==> src/prc_consts.svh <==
// constants for the pulse program run-control block
`ifndef PRC_CONSTS_SVH
`define PRC_CONSTS_SVH
// ==========================================================
// register map (word aligned byte offsets)
`define PRC_ADDR_CTRL      4'h0
`define PRC_ADDR_STATUS    4'h4
`define PRC_ADDR_PATTERN   4'h8
`define PRC_ADDR_OPCODE    4'hC
// ctrl register bits (write-one pulses)
`define PRC_CTRL_START     0
`define PRC_CTRL_CLEAR     1
`define PRC_CTRL_LOAD      2
`define PRC_CTRL_TRIG      3
// status register bits
`define PRC_STS_RESET      0
`define PRC_STS_RUN        1
`define PRC_STS_WAIT       2
// opcodes
`define PRC_OP_HALT        4'h1
`define PRC_OP_PAUSE       4'h8
// reset values
`define PRC_PATTERN_RST    24'h000000
`define PRC_OPCODE_RST     4'h0
// reference and core clock rates
`define PRC_REF_MHZ        50
`define PRC_CLK_MHZ        20
`endif

==> src/prc_pkg.sv <==
// types for the pulse program run-control block
package prc_pkg;
  // ==========================================================
  // sequencer states, gray along reset->idle->run->pause
  typedef enum logic [1:0]
  {
    PRC_RESET = 2'b00,
    PRC_IDLE  = 2'b01,
    PRC_RUN   = 2'b11,
    PRC_PAUSE = 2'b10
  } prc_state_e;
  // status lines grouped
  typedef struct packed
  {
    logic wait_trig;
    logic running;
    logic in_reset;
  } prc_status_s;
endpackage : prc_pkg

==> src/prc_run_control.sv <==
// run-control, status and output mapping of the pulse sequencer
//
// Behaviour
// RULE1: pattern bits 0..15 on low16 group
// RULE2: pattern bits 0..11 on low12 group
// RULE3: pattern bits 12..23 on high12 group
// RULE4: reference clock driven out on dedicated pin; code drives out a copy of it sampled on i_mclk
// RULE5: reset status high until program reloaded
// RULE6: running high executing, low reset/idle
// RULE7: paused high while waiting for trigger
// RULE8: running stays high during pause wait
// RULE9: all three trigger pins act identically
// RULE10: trigger in idle restarts from start
// RULE11: halt or hardware clear enters idle
// RULE12: host clears after halt before triggering
// RULE13: trigger while paused advances one instruction
// RULE14: both clear pins act identically
// RULE15: clear during run returns counter to zero
// RULE16: after clear, start or trigger restarts
// RULE17: opcode 1 is halt, goes idle
// RULE18: opcode 8 is pause for trigger
// RULE19: inputs synchronised, one event per pulse
// RULE20: clear wins over simultaneous trigger
//
// Chosen here: the register addresses and the Wishbone register port.
`timescale 1ns/1ns
`include "prc_consts.svh"
module prc_run_control
#(
  parameter int PC_W = 12                                   // program counter width
)
(
  input  wire logic                i_mclk,                  // core clock
  input  wire logic                i_srst,                  // sync reset, high
  input  wire logic                i_ref_clk_50,            // 50 MHz reference
  input  wire logic                i_trigger_in_active_low, // trigger, low pulse
  input  wire logic [1:0]          i_trigger_in_active_high,// triggers, high pulse
  input  wire logic                i_clear_in_active_low,   // clear, low pulse
  input  wire logic                i_clear_in_active_high,  // clear, high pulse
  input  wire logic [31:0]         i_wb_adr,                // wishbone address
  input  wire logic [31:0]         i_wb_dat,                // wishbone write data
  input  wire logic [3:0]          i_wb_sel,                // byte selects
  input  wire logic                i_wb_we,                 // write enable
  input  wire logic                i_wb_cyc,                // cycle
  input  wire logic                i_wb_stb,                // strobe
  output logic [31:0]              o_wb_dat,                // read data
  output logic                     o_wb_ack,                // acknowledge
  output logic                     o_ref_clk_out,           // reference clock out
  output logic [15:0]              o_output_group_low16,    // connector bits 0..15
  output logic [11:0]              o_output_group_low12,    // header bits 0..11
  output logic [11:0]              o_output_group_high12,   // header bits 12..23
  output prc_pkg::prc_status_s     o_status_group,          // reset/running/waiting
  output logic [PC_W-1:0]          o_pc                     // program counter
);
  import prc_pkg::*;

  // ==========================================================
  // input synchronisers and edge detect
  logic [4:0] pin_act;            // active-high view of pins
  logic [4:0] sync1_r, sync1_nxt; // first stage
  logic [4:0] sync2_r, sync2_nxt; // second stage
  logic [4:0] last_r,  last_nxt;  // previous synced value
  logic       trig_ev;            // one trigger event
  logic       clr_ev;             // one clear event

  // normalise polarity so every pin is active high
  always_comb
  begin
    pin_act = {i_clear_in_active_high, ~i_clear_in_active_low,
               i_trigger_in_active_high, ~i_trigger_in_active_low}; // RULE9 RULE14
    sync1_nxt = pin_act;
    sync2_nxt = sync1_r;
    last_nxt  = sync2_r;
  end

  // sync registers; idle level is inactive
  always_ff @(posedge i_mclk)
  begin
    if (i_srst)
    begin
      sync1_r <= 5'h00;
      sync2_r <= 5'h00;
      last_r  <= 5'h00;
    end
    else
    begin
      sync1_r <= sync1_nxt; // RULE19
      sync2_r <= sync2_nxt;
      last_r  <= last_nxt;
    end
  end

  // rising edge of any pin gives one event
  function automatic logic any_rise(input logic [4:0] cur, input logic [4:0] prv, input logic [4:0] msk);
    any_rise = |(cur & ~prv & msk);
  endfunction : any_rise

  assign trig_ev = any_rise(sync2_r, last_r, 5'h07); // RULE19 RULE9
  assign clr_ev  = any_rise(sync2_r, last_r, 5'h18); // RULE19 RULE14

  // ==========================================================
  // reference clock forwarding
  logic rsync1_r, rsync2_r; // ref clock samples

  // sampled copy of the reference; true forwarding needs a pll
  always_ff @(posedge i_mclk)
  begin
    if (i_srst)
    begin
      rsync1_r <= 1'b0;
      rsync2_r <= 1'b0;
    end
    else
    begin
      rsync1_r <= i_ref_clk_50;
      rsync2_r <= rsync1_r; // RULE4
    end
  end

  // ==========================================================
  // wishbone slave
  logic              ack_r, ack_nxt;        // ack
  logic [31:0]       rdat_r, rdat_nxt;      // read data
  logic [23:0]       pattern_r, pattern_nxt;// current pattern
  logic [3:0]        opcode_r, opcode_nxt;  // current opcode
  logic              sw_start;              // software start
  logic              sw_clear;              // software clear
  logic              sw_load;               // memory reloaded
  logic              sw_trig;               // software trigger
  logic              wr_ctrl;               // ctrl write
  prc_status_s       sts;                   // live status

  // decode a word address
  function automatic logic hit(input logic [31:0] a, input logic [3:0] off);
    hit = (a[31:4] == 28'h0000000) && (a[3:0] == off);
  endfunction : hit

  // access pulse and ctrl commands
  always_comb
  begin
    wr_ctrl  = i_wb_cyc && i_wb_stb && !ack_r && i_wb_we && i_wb_sel[0] && hit(i_wb_adr, `PRC_ADDR_CTRL);
    sw_start = wr_ctrl && i_wb_dat[`PRC_CTRL_START];
    sw_clear = wr_ctrl && i_wb_dat[`PRC_CTRL_CLEAR];
    sw_load  = wr_ctrl && i_wb_dat[`PRC_CTRL_LOAD];
    sw_trig  = wr_ctrl && i_wb_dat[`PRC_CTRL_TRIG];
  end

  // register writes and read mux
  always_comb
  begin
    ack_nxt     = i_wb_cyc && i_wb_stb && !ack_r;
    rdat_nxt    = rdat_r;
    pattern_nxt = pattern_r;
    opcode_nxt  = opcode_r;
    if (ack_nxt && i_wb_we)
    begin
      // pattern register, byte lanes
      if (hit(i_wb_adr, `PRC_ADDR_PATTERN))
      begin
        if (i_wb_sel[0]) pattern_nxt[7:0]   = i_wb_dat[7:0];
        if (i_wb_sel[1]) pattern_nxt[15:8]  = i_wb_dat[15:8];
        if (i_wb_sel[2]) pattern_nxt[23:16] = i_wb_dat[23:16];
      end
      // opcode of current instruction
      if (hit(i_wb_adr, `PRC_ADDR_OPCODE) && i_wb_sel[0])
        opcode_nxt = i_wb_dat[3:0];
    end
    else if (ack_nxt)
    begin
      // reads; unmapped reads zero
      if (hit(i_wb_adr, `PRC_ADDR_STATUS))
        rdat_nxt = {29'h0, sts};
      else if (hit(i_wb_adr, `PRC_ADDR_PATTERN))
        rdat_nxt = {8'h00, pattern_r};
      else if (hit(i_wb_adr, `PRC_ADDR_OPCODE))
        rdat_nxt = {28'h0, opcode_r};
      else
        rdat_nxt = 32'h00000000;
    end
  end

  // bus registers
  always_ff @(posedge i_mclk)
  begin
    if (i_srst)
    begin
      ack_r     <= 1'b0;
      rdat_r    <= 32'h00000000;
      pattern_r <= `PRC_PATTERN_RST;
      opcode_r  <= `PRC_OPCODE_RST;
    end
    else
    begin
      ack_r     <= ack_nxt;
      rdat_r    <= rdat_nxt;
      pattern_r <= pattern_nxt;
      opcode_r  <= opcode_nxt;
    end
  end

  // ==========================================================
  // sequencer state machine
  prc_state_e      state_r, state_nxt; // run state
  logic [PC_W-1:0] pc_r, pc_nxt;       // program counter
  logic            step;               // advance one instruction
  logic            any_trig;           // hardware or software trigger
  logic            any_clr;            // hardware or software clear

  // next state and counter
  always_comb
  begin
    state_nxt = state_r;
    pc_nxt    = pc_r;
    any_trig  = trig_ev || sw_trig;
    any_clr   = clr_ev || sw_clear;
    step      = 1'b0;
    case (state_r)
      PRC_RESET:
      begin
        pc_nxt = '0; // held until memory reloaded
        if (sw_load)
          state_nxt = PRC_IDLE; // RULE5
      end
      PRC_IDLE:
      begin
        // counter parked on the first instruction
        pc_nxt = '0;
        if (any_trig || sw_start)
          state_nxt = PRC_RUN; // RULE10 RULE16
      end
      PRC_RUN:
      begin
        // halt parks the sequencer in idle
        if (opcode_r == `PRC_OP_HALT)
          state_nxt = PRC_IDLE; // RULE17 RULE11 RULE12
        else if (opcode_r == `PRC_OP_PAUSE)
          state_nxt = PRC_PAUSE; // RULE18
        else
          step = 1'b1;
      end
      PRC_PAUSE:
      begin
        // only a trigger steps past the pause
        if (any_trig)
        begin
          state_nxt = PRC_RUN; // RULE13
          step      = 1'b1;
        end
      end
      default:
        state_nxt = PRC_RESET;
    endcase
    if (step)
      pc_nxt = pc_r + 1'b1;
    // a clear outside reset abandons the program and beats a trigger
    if (any_clr && state_r != PRC_RESET)
    begin
      state_nxt = PRC_IDLE; // RULE11 RULE15 RULE20
      pc_nxt    = '0;
    end
  end

  // sequencer registers
  always_ff @(posedge i_mclk)
  begin
    if (i_srst)
    begin
      state_r <= PRC_RESET;
      pc_r    <= '0;
    end
    else
    begin
      state_r <= state_nxt;
      pc_r    <= pc_nxt;
    end
  end

  // live status from state
  always_comb
  begin
    sts.in_reset  = (state_r == PRC_RESET);                           // RULE5
    sts.running   = (state_r == PRC_RUN) || (state_r == PRC_PAUSE);   // RULE6 RULE8
    sts.wait_trig = (state_r == PRC_PAUSE);                           // RULE7
  end

  // ==========================================================
  // registered outputs
  always_ff @(posedge i_mclk)
  begin
    if (i_srst)
    begin
      o_output_group_low16  <= 16'h0000;
      o_output_group_low12  <= 12'h000;
      o_output_group_high12 <= 12'h000;
      o_status_group        <= 3'h1;
      o_ref_clk_out         <= 1'b0;
      o_pc                  <= '0;
    end
    else
    begin
      o_output_group_low16  <= pattern_nxt[15:0];  // RULE1
      o_output_group_low12  <= pattern_nxt[11:0];  // RULE2
      o_output_group_high12 <= pattern_nxt[23:12]; // RULE3
      o_status_group        <= sts;
      o_ref_clk_out         <= rsync2_r;           // RULE4
      o_pc                  <= pc_nxt;
    end
  end

  assign o_wb_ack = ack_r;
  assign o_wb_dat = rdat_r;
endmodule : prc_run_control

==> config.mk <==
export PLATFORM = sky130hd
export DESIGN_NAME = prc_run_control
export DESIGN_NICKNAME = d
export VERILOG_FILES = /design/src/prc_pkg.sv /design/src/prc_run_control.sv
export VERILOG_INCLUDE_DIRS = /design/src
export SDC_FILE = /design/constraint.sdc
export NUM_CORES = 1
export LEC_CHECK = 0
export BUFFER_PORTS_ARGS = -buffer_cell sky130_fd_sc_hd__buf_2
export CAP_MARGIN = 20
export CORE_ASPECT_RATIO = 0.8
export CORE_MARGIN = 5
export CORE_UTILIZATION = 42
export DETAILED_ROUTE_END_ITERATION = 8
export GPL_TIMING_DRIVEN = 0
export PLACE_DENSITY = 0.76
export SLEW_MARGIN = 20
export SYNTH_ARGS = -nofsm -noshare
export SYNTH_HDL_FRONTEND = slang
export SYNTH_SLANG_ARGS = --single-unit
==> constraint.sdc <==
create_clock -name i_mclk -period 1.94 [get_ports i_mclk]
set_clock_uncertainty 0.05 [all_clocks]
set_input_delay 0.097 -clock i_mclk [delete_from_list [all_inputs] [get_ports i_mclk]]
set_output_delay 0.097 -clock i_mclk [all_outputs]
set_load 0.02 [all_outputs]
==> results of run 1 <==
-- cell type report --
type / instances / area, um2
plain buffers: 44 / 305.3
clock buffers: 9 / 225.2
clock inverters: 7 / 75.07
fillers: 673 / 3214
inverters: 10 / 37.54
multi-input cells: 269 / 1733
flip-flops and latches: 88 / 1768
well taps: 112 / 140.1
repair buffers: 189 / 1135
-- how the worst min path moves through the flow --
stage                           from  slack (ns)           end  depth (start not counted)
3_3_place_gp   i_clear_in_active_low        0.20    sync1_r[3]                          2
5_1_grt                  i_wb_dat[1]        0.07  pattern_r[1]                          3
4_1_cts                  i_wb_dat[1]       0.008   opcode_r[1]                          3
6_report                 i_wb_dat[1]        0.04   opcode_r[1]                          3
2_1_floorplan  i_clear_in_active_low        0.11    sync1_r[3]                          1
3_5_place_dp   i_clear_in_active_low        0.21    sync1_r[3]                          2
-- kinds of logic after synthesis --
| family | Yosys count |
|---|---|
| muxes | 30 |
| and+or+nand+nor | 162 |
| AOI/OAI and AO/OA | 61 |
| adders and majority gates | 5 |
| buffers and inverters | 55 |
| xor gates and xnor gates | 3 |
| DFF | 88 |
| other | 1 |
-- critical path, cell delays in order, from the launching register on --
cell and delay [ns]:
dfxtp_2 0.33, and4b_1 0.30, buf_6 0.13, and3_4 0.22, a41oi_4 0.18, buf_6 0.18, and3_2 0.19, o311a_1 0.29
-- report_power, final --
| group | internal, uW | switching, uW |
|---|---|---|
| logic | 129 | 119 |
| registers | 1820 | 4.42 |
| clock network | 912 | 797 |
| total | 2860 | 921 |
-- Yosys cell counts (2+ instances only) --
cell type | count | area (um2)
xor2_1 | 2 | 17.52
a21oi_1 | 15 | 75.07
buf_4 | 24 | 180.2
and3_1 | 2 | 12.51
nor2b_1 | 17 | 106.4
nor4_1 | 7 | 43.79
dfxtp_1 | 88 | 1762
nand2_1 | 17 | 63.81
and3_2 | 3 | 22.52
inv_1 | 10 | 37.54
clkbuf_1 | 12 | 45.04
nand3_1 | 16 | 80.08
ha_1 | 5 | 62.56
nor2_1 | 66 | 247.7
nand4_2 | 4 | 50.05
a31oi_1 | 3 | 18.77
nand2b_1 | 4 | 25.02
buf_6 | 2 | 22.52
nand4_1 | 3 | 18.77
or2_2 | 2 | 12.51
a22oi_1 | 23 | 172.7
buf_2 | 2 | 10.01
mux2i_1 | 29 | 290.3
nor3_1 | 9 | 45.04
or3_1 | 5 | 31.28
o21ai_0 | 7 | 35.03
clkbuf_8 | 3 | 41.29
-- metrics by stage --
step	worst slack, ns	TNS [ns]	instances
6_report	-0.04852	-0.05143	728
5_1_grt	-0.09587	-0.4828	728
4_1_cts	0.0005469	0	721
3_5_place_dp	-0.1754	-5.084	673
3_3_place_gp	-0.06975	-1.133	673
2_1_floorplan	0.04088	0	412
-- routing by layer --
layer	vias up	routed length, um
met2	159	5507
met3	14	1018
met5	-	0
li1	1800	-
met4	0	130
met1	1715	4526
-- registers in the layout (all words and copies together) (netlist names) --
| signal | cells |
|---|---|
| o_wb_dat | 24 |
| rsync2_r | 1 |
| sync1_r | 5 |
| o_pc | 12 |
| o_status_group | 3 |
| state_r | 2 |
| o_wb_ack | 1 |
| pattern_r | 24 |
| last_nxt | 5 |
| last_r | 5 |
| rsync1_r | 1 |
| o_ref_clk_out | 1 |
| opcode_r | 4 |
-- timing repair --
item                                   CTS  global route
pin swaps                                0             7
setup endpoints to repair                3            29
endpoints found under the hold margin   33             0
resized for setup                        1            16
setup buffers                            1             8
hold buffers                            31             0
==> metrics.md, run 1 <==
| Metric | Value |
|---|---|
| Status | finished with violations |
| Failing checks | setup timing |
| Static Leak | 0.002686 uW |
| Ys flop type | dfxtp_1 |
| IO Count | around 170 |
| TritonCTS Buffers | 9 |
| Fraction of registers with async set/reset | 0% |
| # setup viols final | 2 |
| Vias in the first global route | 3522 |
| Die Area | 10980 um2 |
| RSZ-0062 raised after global routing | yes |
| Clock slew seen by the registers of the worst setup and hold paths | ~0.070 ns |
| EDFF count, synth | 0 |
| Slew HR | 64.76% |
| Max Buffers Root-to-Sink | 2 |
| Drt pass-1 iters | 5 |
| Synth Area in Compound Gates | 11.62% |
| Clk_lat worst skew | around 0.34 ns |
| Max Cap Viol | 0 |
| GRT met1 Usage | 23.88% |
| Iter 0 DRT Violations | 155 |
| Antenna Nets Post-Route | 0 |
| Power per cell area | approximately 700 nW/um2 |
| Initial antenna violation count | 0 |
| Yosys reg bits | roughly 90 |
| Simple-Gate Fraction of Synth Area | 22.04% |
| Syn-to-layout area delta | 43.74% |
| Multiplexer share of the synthesized area | around 8.0% |
| Post-Synth Adder-Cell Area | under 10% |
| Worst VDD drop | approximately 0.56 mV |
| Achievable frequency | between 0.5 and 0.6 GHz |
| Post-Route Utilization | 62.77% |
| Slew @ Worst Pin | 0.5286 ns |
| Synth cell types | 52 |
| Clock Sinks | 88 |
| Final Max Slew Viols | 0 |
| CTS tree | yes |
| Drt wl/cell | 15.36 um |
| Mapped Cells | 405 |
| Placed inst area | about 4700 um2 |
| DRC Markers | 0 |
| Routability congestion estimate | 0.8593 |
| Met2 usage | roughly 33% |
| Min-Delay Path Class | in -> reg |
| Nets@finish | 695 |
| Core Rows | 30 |
| Final count of hold timing violations | 0 |
| Overall Power | 3784 uW |
| Worst EP arrival | 2.17 ns |
| Largest net degree at the start of global routing | 19 |
| CP Capture Type | register |
| Most common cell after layout, fill and taps aside | buf_2 |
| Worst Setup SP | o_wb_ack |
| Ant diodes | 0 |
| Largest family of logic cells by synthesized area | simple AND/OR/NAND/NOR gates |
| WS Path Type | reg -> reg |
| Syn avg cell area | 9.308 um2 |
| H-tree levels | 3 |
| Chip Height | approximately 95 um |
| First-pass GRT wire length | 16840 um |
| Via count | approximately 3700 |
| Grt total ovfl | 0 |
| FF-to-FF Start | o_wb_ack |
| Share of the yosys chip area belonging to registers | between 40 and 50% |
| Fin crit period | 1.989 ns |
| Grt peak-use layer | met2 |
| CTS root buf | clkbuf_16 |
| CP Capture Point | o_pc[4] |
| Design area | roughly 5400 um2 |
| Hold_ws | about 0.04 ns |
| Initial Util | 43.67% |
| Critical Path RT | ~2.1 ns |
| PortBufs | 149 |
| Most frequent cells in the layout | buf_2, dfxtp_1, nor2_1, dlygate4sd3_1, buf_4 |
| Fin crit share | 102.5% |
| Vias per cell | 5.066 |
| CP Max Fanout | 5 |
| Post-synthesis cell area | 3770 um2 |
| Synth Area in XOR/XNOR | 0.6970% |
| R2R cell count | 7 |
| Final wirelength | ~11000 um |
| Critical R2R Capture | o_pc[4] |
| Crit path launch type | register |
| Layout cells sized above 1 | 38.47% |
| Worst setup slack after layout | -0.04852 ns |
| Core area | between 8000 and 9000 um2 |
| GR Layer Usage met3 | 5.253% |
| R2R Setup Slk | -0.05 ns |
| Die X | 115.9 um |
| DP HPWL | ~8000 um |
| Syn. warnings | 0 |
| Global Route Usage Sum | between 10% and 20% |
Note: power is estimated with default switching activity, not from simulation.
==> run 2, diff against run 1 <==
--- a/config.mk
+++ b/config.mk
@@ -9,7 +9,6 @@
 export BUFFER_PORTS_ARGS = -buffer_cell sky130_fd_sc_hd__buf_2
 export CAP_MARGIN = 20
 export CORE_ASPECT_RATIO = 0.8
-export CORE_MARGIN = 5
 export CORE_UTILIZATION = 42
 export DETAILED_ROUTE_END_ITERATION = 8
 export GPL_TIMING_DRIVEN = 0
==> run 2 against run 1 <==
  * The run now ends clean
  * Routed wire length down 11%
  * Clock power down 27%
  * Critical path depth up 1
  * Non-clock buffer count down 7
  * Core utilization down 1.7 points
  * Fmax up 4.3%
  * Flip-flop and latch count unchanged
  * First-iteration DRC count down 17%
  * Critical endpoint unchanged
==> metrics.md, run 2 (same netlist as run 1, synthesis figures left out) <==
| Metric | Value |
|---|---|
| Status | finished, final reports clean |
| Nets@finish | 688 (-1.0%) |
| Grt total ovfl | 0 (unchanged) |
| Placed cell count | 673 (unchanged) |
| Initial Util | 43.86% (+0.19 points) |
| Routability congestion estimate | 0.8391 (-2.4%) |
| Worst path depth | 8 (+1) |
| Max Cap Viol | 0 (unchanged) |
| Clock Sinks | 88 (unchanged) |
| Syn-to-layout area delta | 39.30% |
| CP Capture Type | register |
| Die X | 107.9 um (-6.9%) |
| RSZ-0062 raised after global routing | yes |
| Worst VDD drop | 0.4976 mV (-11%) |
| DRC Markers | 0 (unchanged) |
| Worst EP arrival | 2.10 ns (-0.07 ns) |
| Via count | 3671 (-0.46%) |
| Worst Setup SP | i_wb_stb |
| Crit path launch type | input pin |
| R2R Setup Slk | 0.04 ns (+0.09 ns) |
| Fin crit share | 98.26% (-4.2 points) |
| Min-Delay Path Class | in -> reg |
| Chip Height | 86.74 um (-8.4%) |
| Post-CTS setup buffers | 0 (-1) |
| H-tree levels | 3 (unchanged) |
| Final Instance Count excl. Fillers | 721 (-0.96%) |
| Largest net degree at the start of global routing | 19 (unchanged) |
| Register area | 1767 um2 (about the same) |
| Static Leak | 0.002609 uW (-2.9%) |
| Area occupied by multi-input gates | 1713 um2 (-1.2%) |
| Vias in the first global route | 3313 (-5.9%) |
| Clock slew seen by the registers of the worst setup and hold paths | 0.09 ns (+0.02 ns) |
| Ordered cell list for the critical path | dlygate4sd3_1, buf_2, and4b_1, buf_6, and3_4, a41o_2, and3_1, o311a_1 |
| Die Area | 9361 um2 (-15%) |
| Clk pwr share | 37.3% (-7.9 points) |
| Final count of hold timing violations | 0 (unchanged) |
| Achievable frequency | 0.5246 GHz (+4.3%) |
| Core Rows | 30 (unchanged) |
| Seq pwr share | 55.2% (+7.0 points) |
| CP Capture Point | o_pc[4] |
| Drt wl/cell | 13.85 um (-9.9%) |
| Power per cell area | 629.9 nW/um2 (-9.8%) |
| R2R cell count | 6 (-1) |
| Most common cell after layout, fill and taps aside | buf_2 |
| TritonCTS Buffers | 9 (unchanged) |
| FF-to-FF Start | o_wb_ack |
| WS Path Type | in -> reg |
| Initial antenna violation count | 0 (unchanged) |
| Fin crit period | 1.906 ns (-0.08231 ns) |
| Slew HR | 65.67% (+0.91 points) |
| PortBufs | 149 (unchanged) |
| Antenna Nets Post-Route | 0 (unchanged) |
| Sw Ratio | 25.79% (+1.5 points) |
| CP Max Fanout | 6 (+1) |
| Internal | 2454 uW (-14%) |
| DP HPWL | 7189 um (-11%) |
| Layout cells sized above 1 | 37.11% (-1.4 points) |
| Ant diodes | 0 (unchanged) |
| Setup TNS | 0 ns (+0.05143 ns) |
| Fill count | 716 (+6.4%) |
| Switching power | 853.1 uW (-7.3%) |
| Global Route Usage Sum | 20.80% (+1.5 points) |
| Iter 0 DRT Violations | 128 (-17%) |
| Vias per cell | 5.092 (+0.51%) |
| Critical Path RT | 2.14 ns (+0.02 ns) |
| Slowest CP cell | dlygate4sd3_1 |
| Core area | 8596 um2 (-0.43%) |
| Max Buffers Root-to-Sink | 2 (unchanged) |
| Critical R2R Capture | o_pc[4] |
| Most frequent cells in the layout | buf_2, dfxtp_1, nor2_1, dlygate4sd3_1, mux2i_1 |
| Final wirelength | 9983 um (-11%) |
| # setup viols final | 0 (-2) |
| Final Max Slew Viols | 0 (unchanged) |
| Combinational share of power | 7.5% (+0.9 points) |
| CTS tree | yes |
| CTS root buf | clkbuf_8 |
| IO Count | 168 (unchanged) |
| Clk_lat worst skew | 0.36 ns (+0.02 ns) |
| Critical path's top delay family | buffers and inverters |
| Drt pass-1 iters | 5 (unchanged) |
| Slew @ Worst Pin | 0.5150 ns (-0.01367 ns) |
| First-pass GRT wire length | 15140 um (-10%) |
| CP bufs+invs | 3 (+1) |
| Max incr delay on CP | 0.54 ns (+0.21 ns) |
run 2: cell types whose count changed in the layout (fill, tap and decap cells not counted), moves of 2 or more:
cell       before  now
buf_6           5    2
clkinv_4        1    3
buf_4          30   24
clkbuf_8        2   11
clkbuf_16       9    1
run 2: final cells by class:
class / count / area share (%)
Tap cell: 112 / 2.669
Inverter: 10 / 0.7148
Sequential cell: 88 / 33.64
Clock inverter: 7 / 1.406
Timing Repair Buffer: 182 / 20.78
Clock buffer: 9 / 2.359
Buffer: 44 / 5.814
Multi-Input combinational cell: 269 / 32.62
run 2: how the worst min path moves through the flow:
stage,start,to,slack (ns),cells past startpoint
floorplan,i_clear_in_active_low,sync1_r[3],0.11,1
global placement,i_trigger_in_active_low,sync1_r[0],0.21,2
detailed placement,i_trigger_in_active_low,sync1_r[0],0.21,2
CTS,i_wb_dat[3],opcode_r[3],0.04,3
global route,i_wb_dat[3],pattern_r[3],0.07,3
finish,i_wb_dat[3],pattern_r[3],0.06,3
run 2: per-layer routing:
layer	routed length [um]	track usage, %
met2	4799	35.37
met5	0	0
met3	767	4.211
met4	197	8.344
met1	4218	25.90
run 2: what timing repair did:
item / 4_1_cts / 5_1_grt
pin swaps: 0 / 1
endpoints found under the setup margin: 3 / 32
hold buffers: 32 / 0
endpoints found under the hold margin: 34 / 0
gates resized for setup: 1 / 9
gates cloned: 0 / 1
run 2: power by group through the flow:
stage	combinational, uW	sequential, uW	clock [uW]
finish	248	1820	1240
global route	270	1830	1340
detailed placement	194	1870	0
CTS	244	1820	1270
global placement	189	1870	0
floorplan	91.7	1870	0
run 2: per-stage QoR:
| step | hold WS [ns] | power, uW | util (%) | worst slack, ns | cell area (um2) |
|---|---|---|---|---|---|
| 2_1_floorplan | 0.1137 | 1959 | - | 0.04088 | 3796 |
| 4_1_cts | 0.03828 | 3336 | 60.52 | 0.005619 | 5202 |
| 6_report | 0.05856 | 3308 | 61.09 | 0.03379 | 5251 |
| 3_3_place_gp | 0.2088 | 2056 | 54.47 | -0.06968 | 4682 |
| 5_1_grt | 0.06632 | 3437 | 61.09 | -0.01713 | 5251 |
| 3_5_place_dp | 0.2098 | 2060 | 54.47 | -0.1159 | 4682 |
run 2: worst reg2reg max path: stages (launching register included):
cell and delay, ns:
dfxtp_2 0.34, and4b_1 0.30, buf_6 0.15, and3_4 0.22, a41oi_4 0.19, and3_2 0.27
o311a_1 0.28
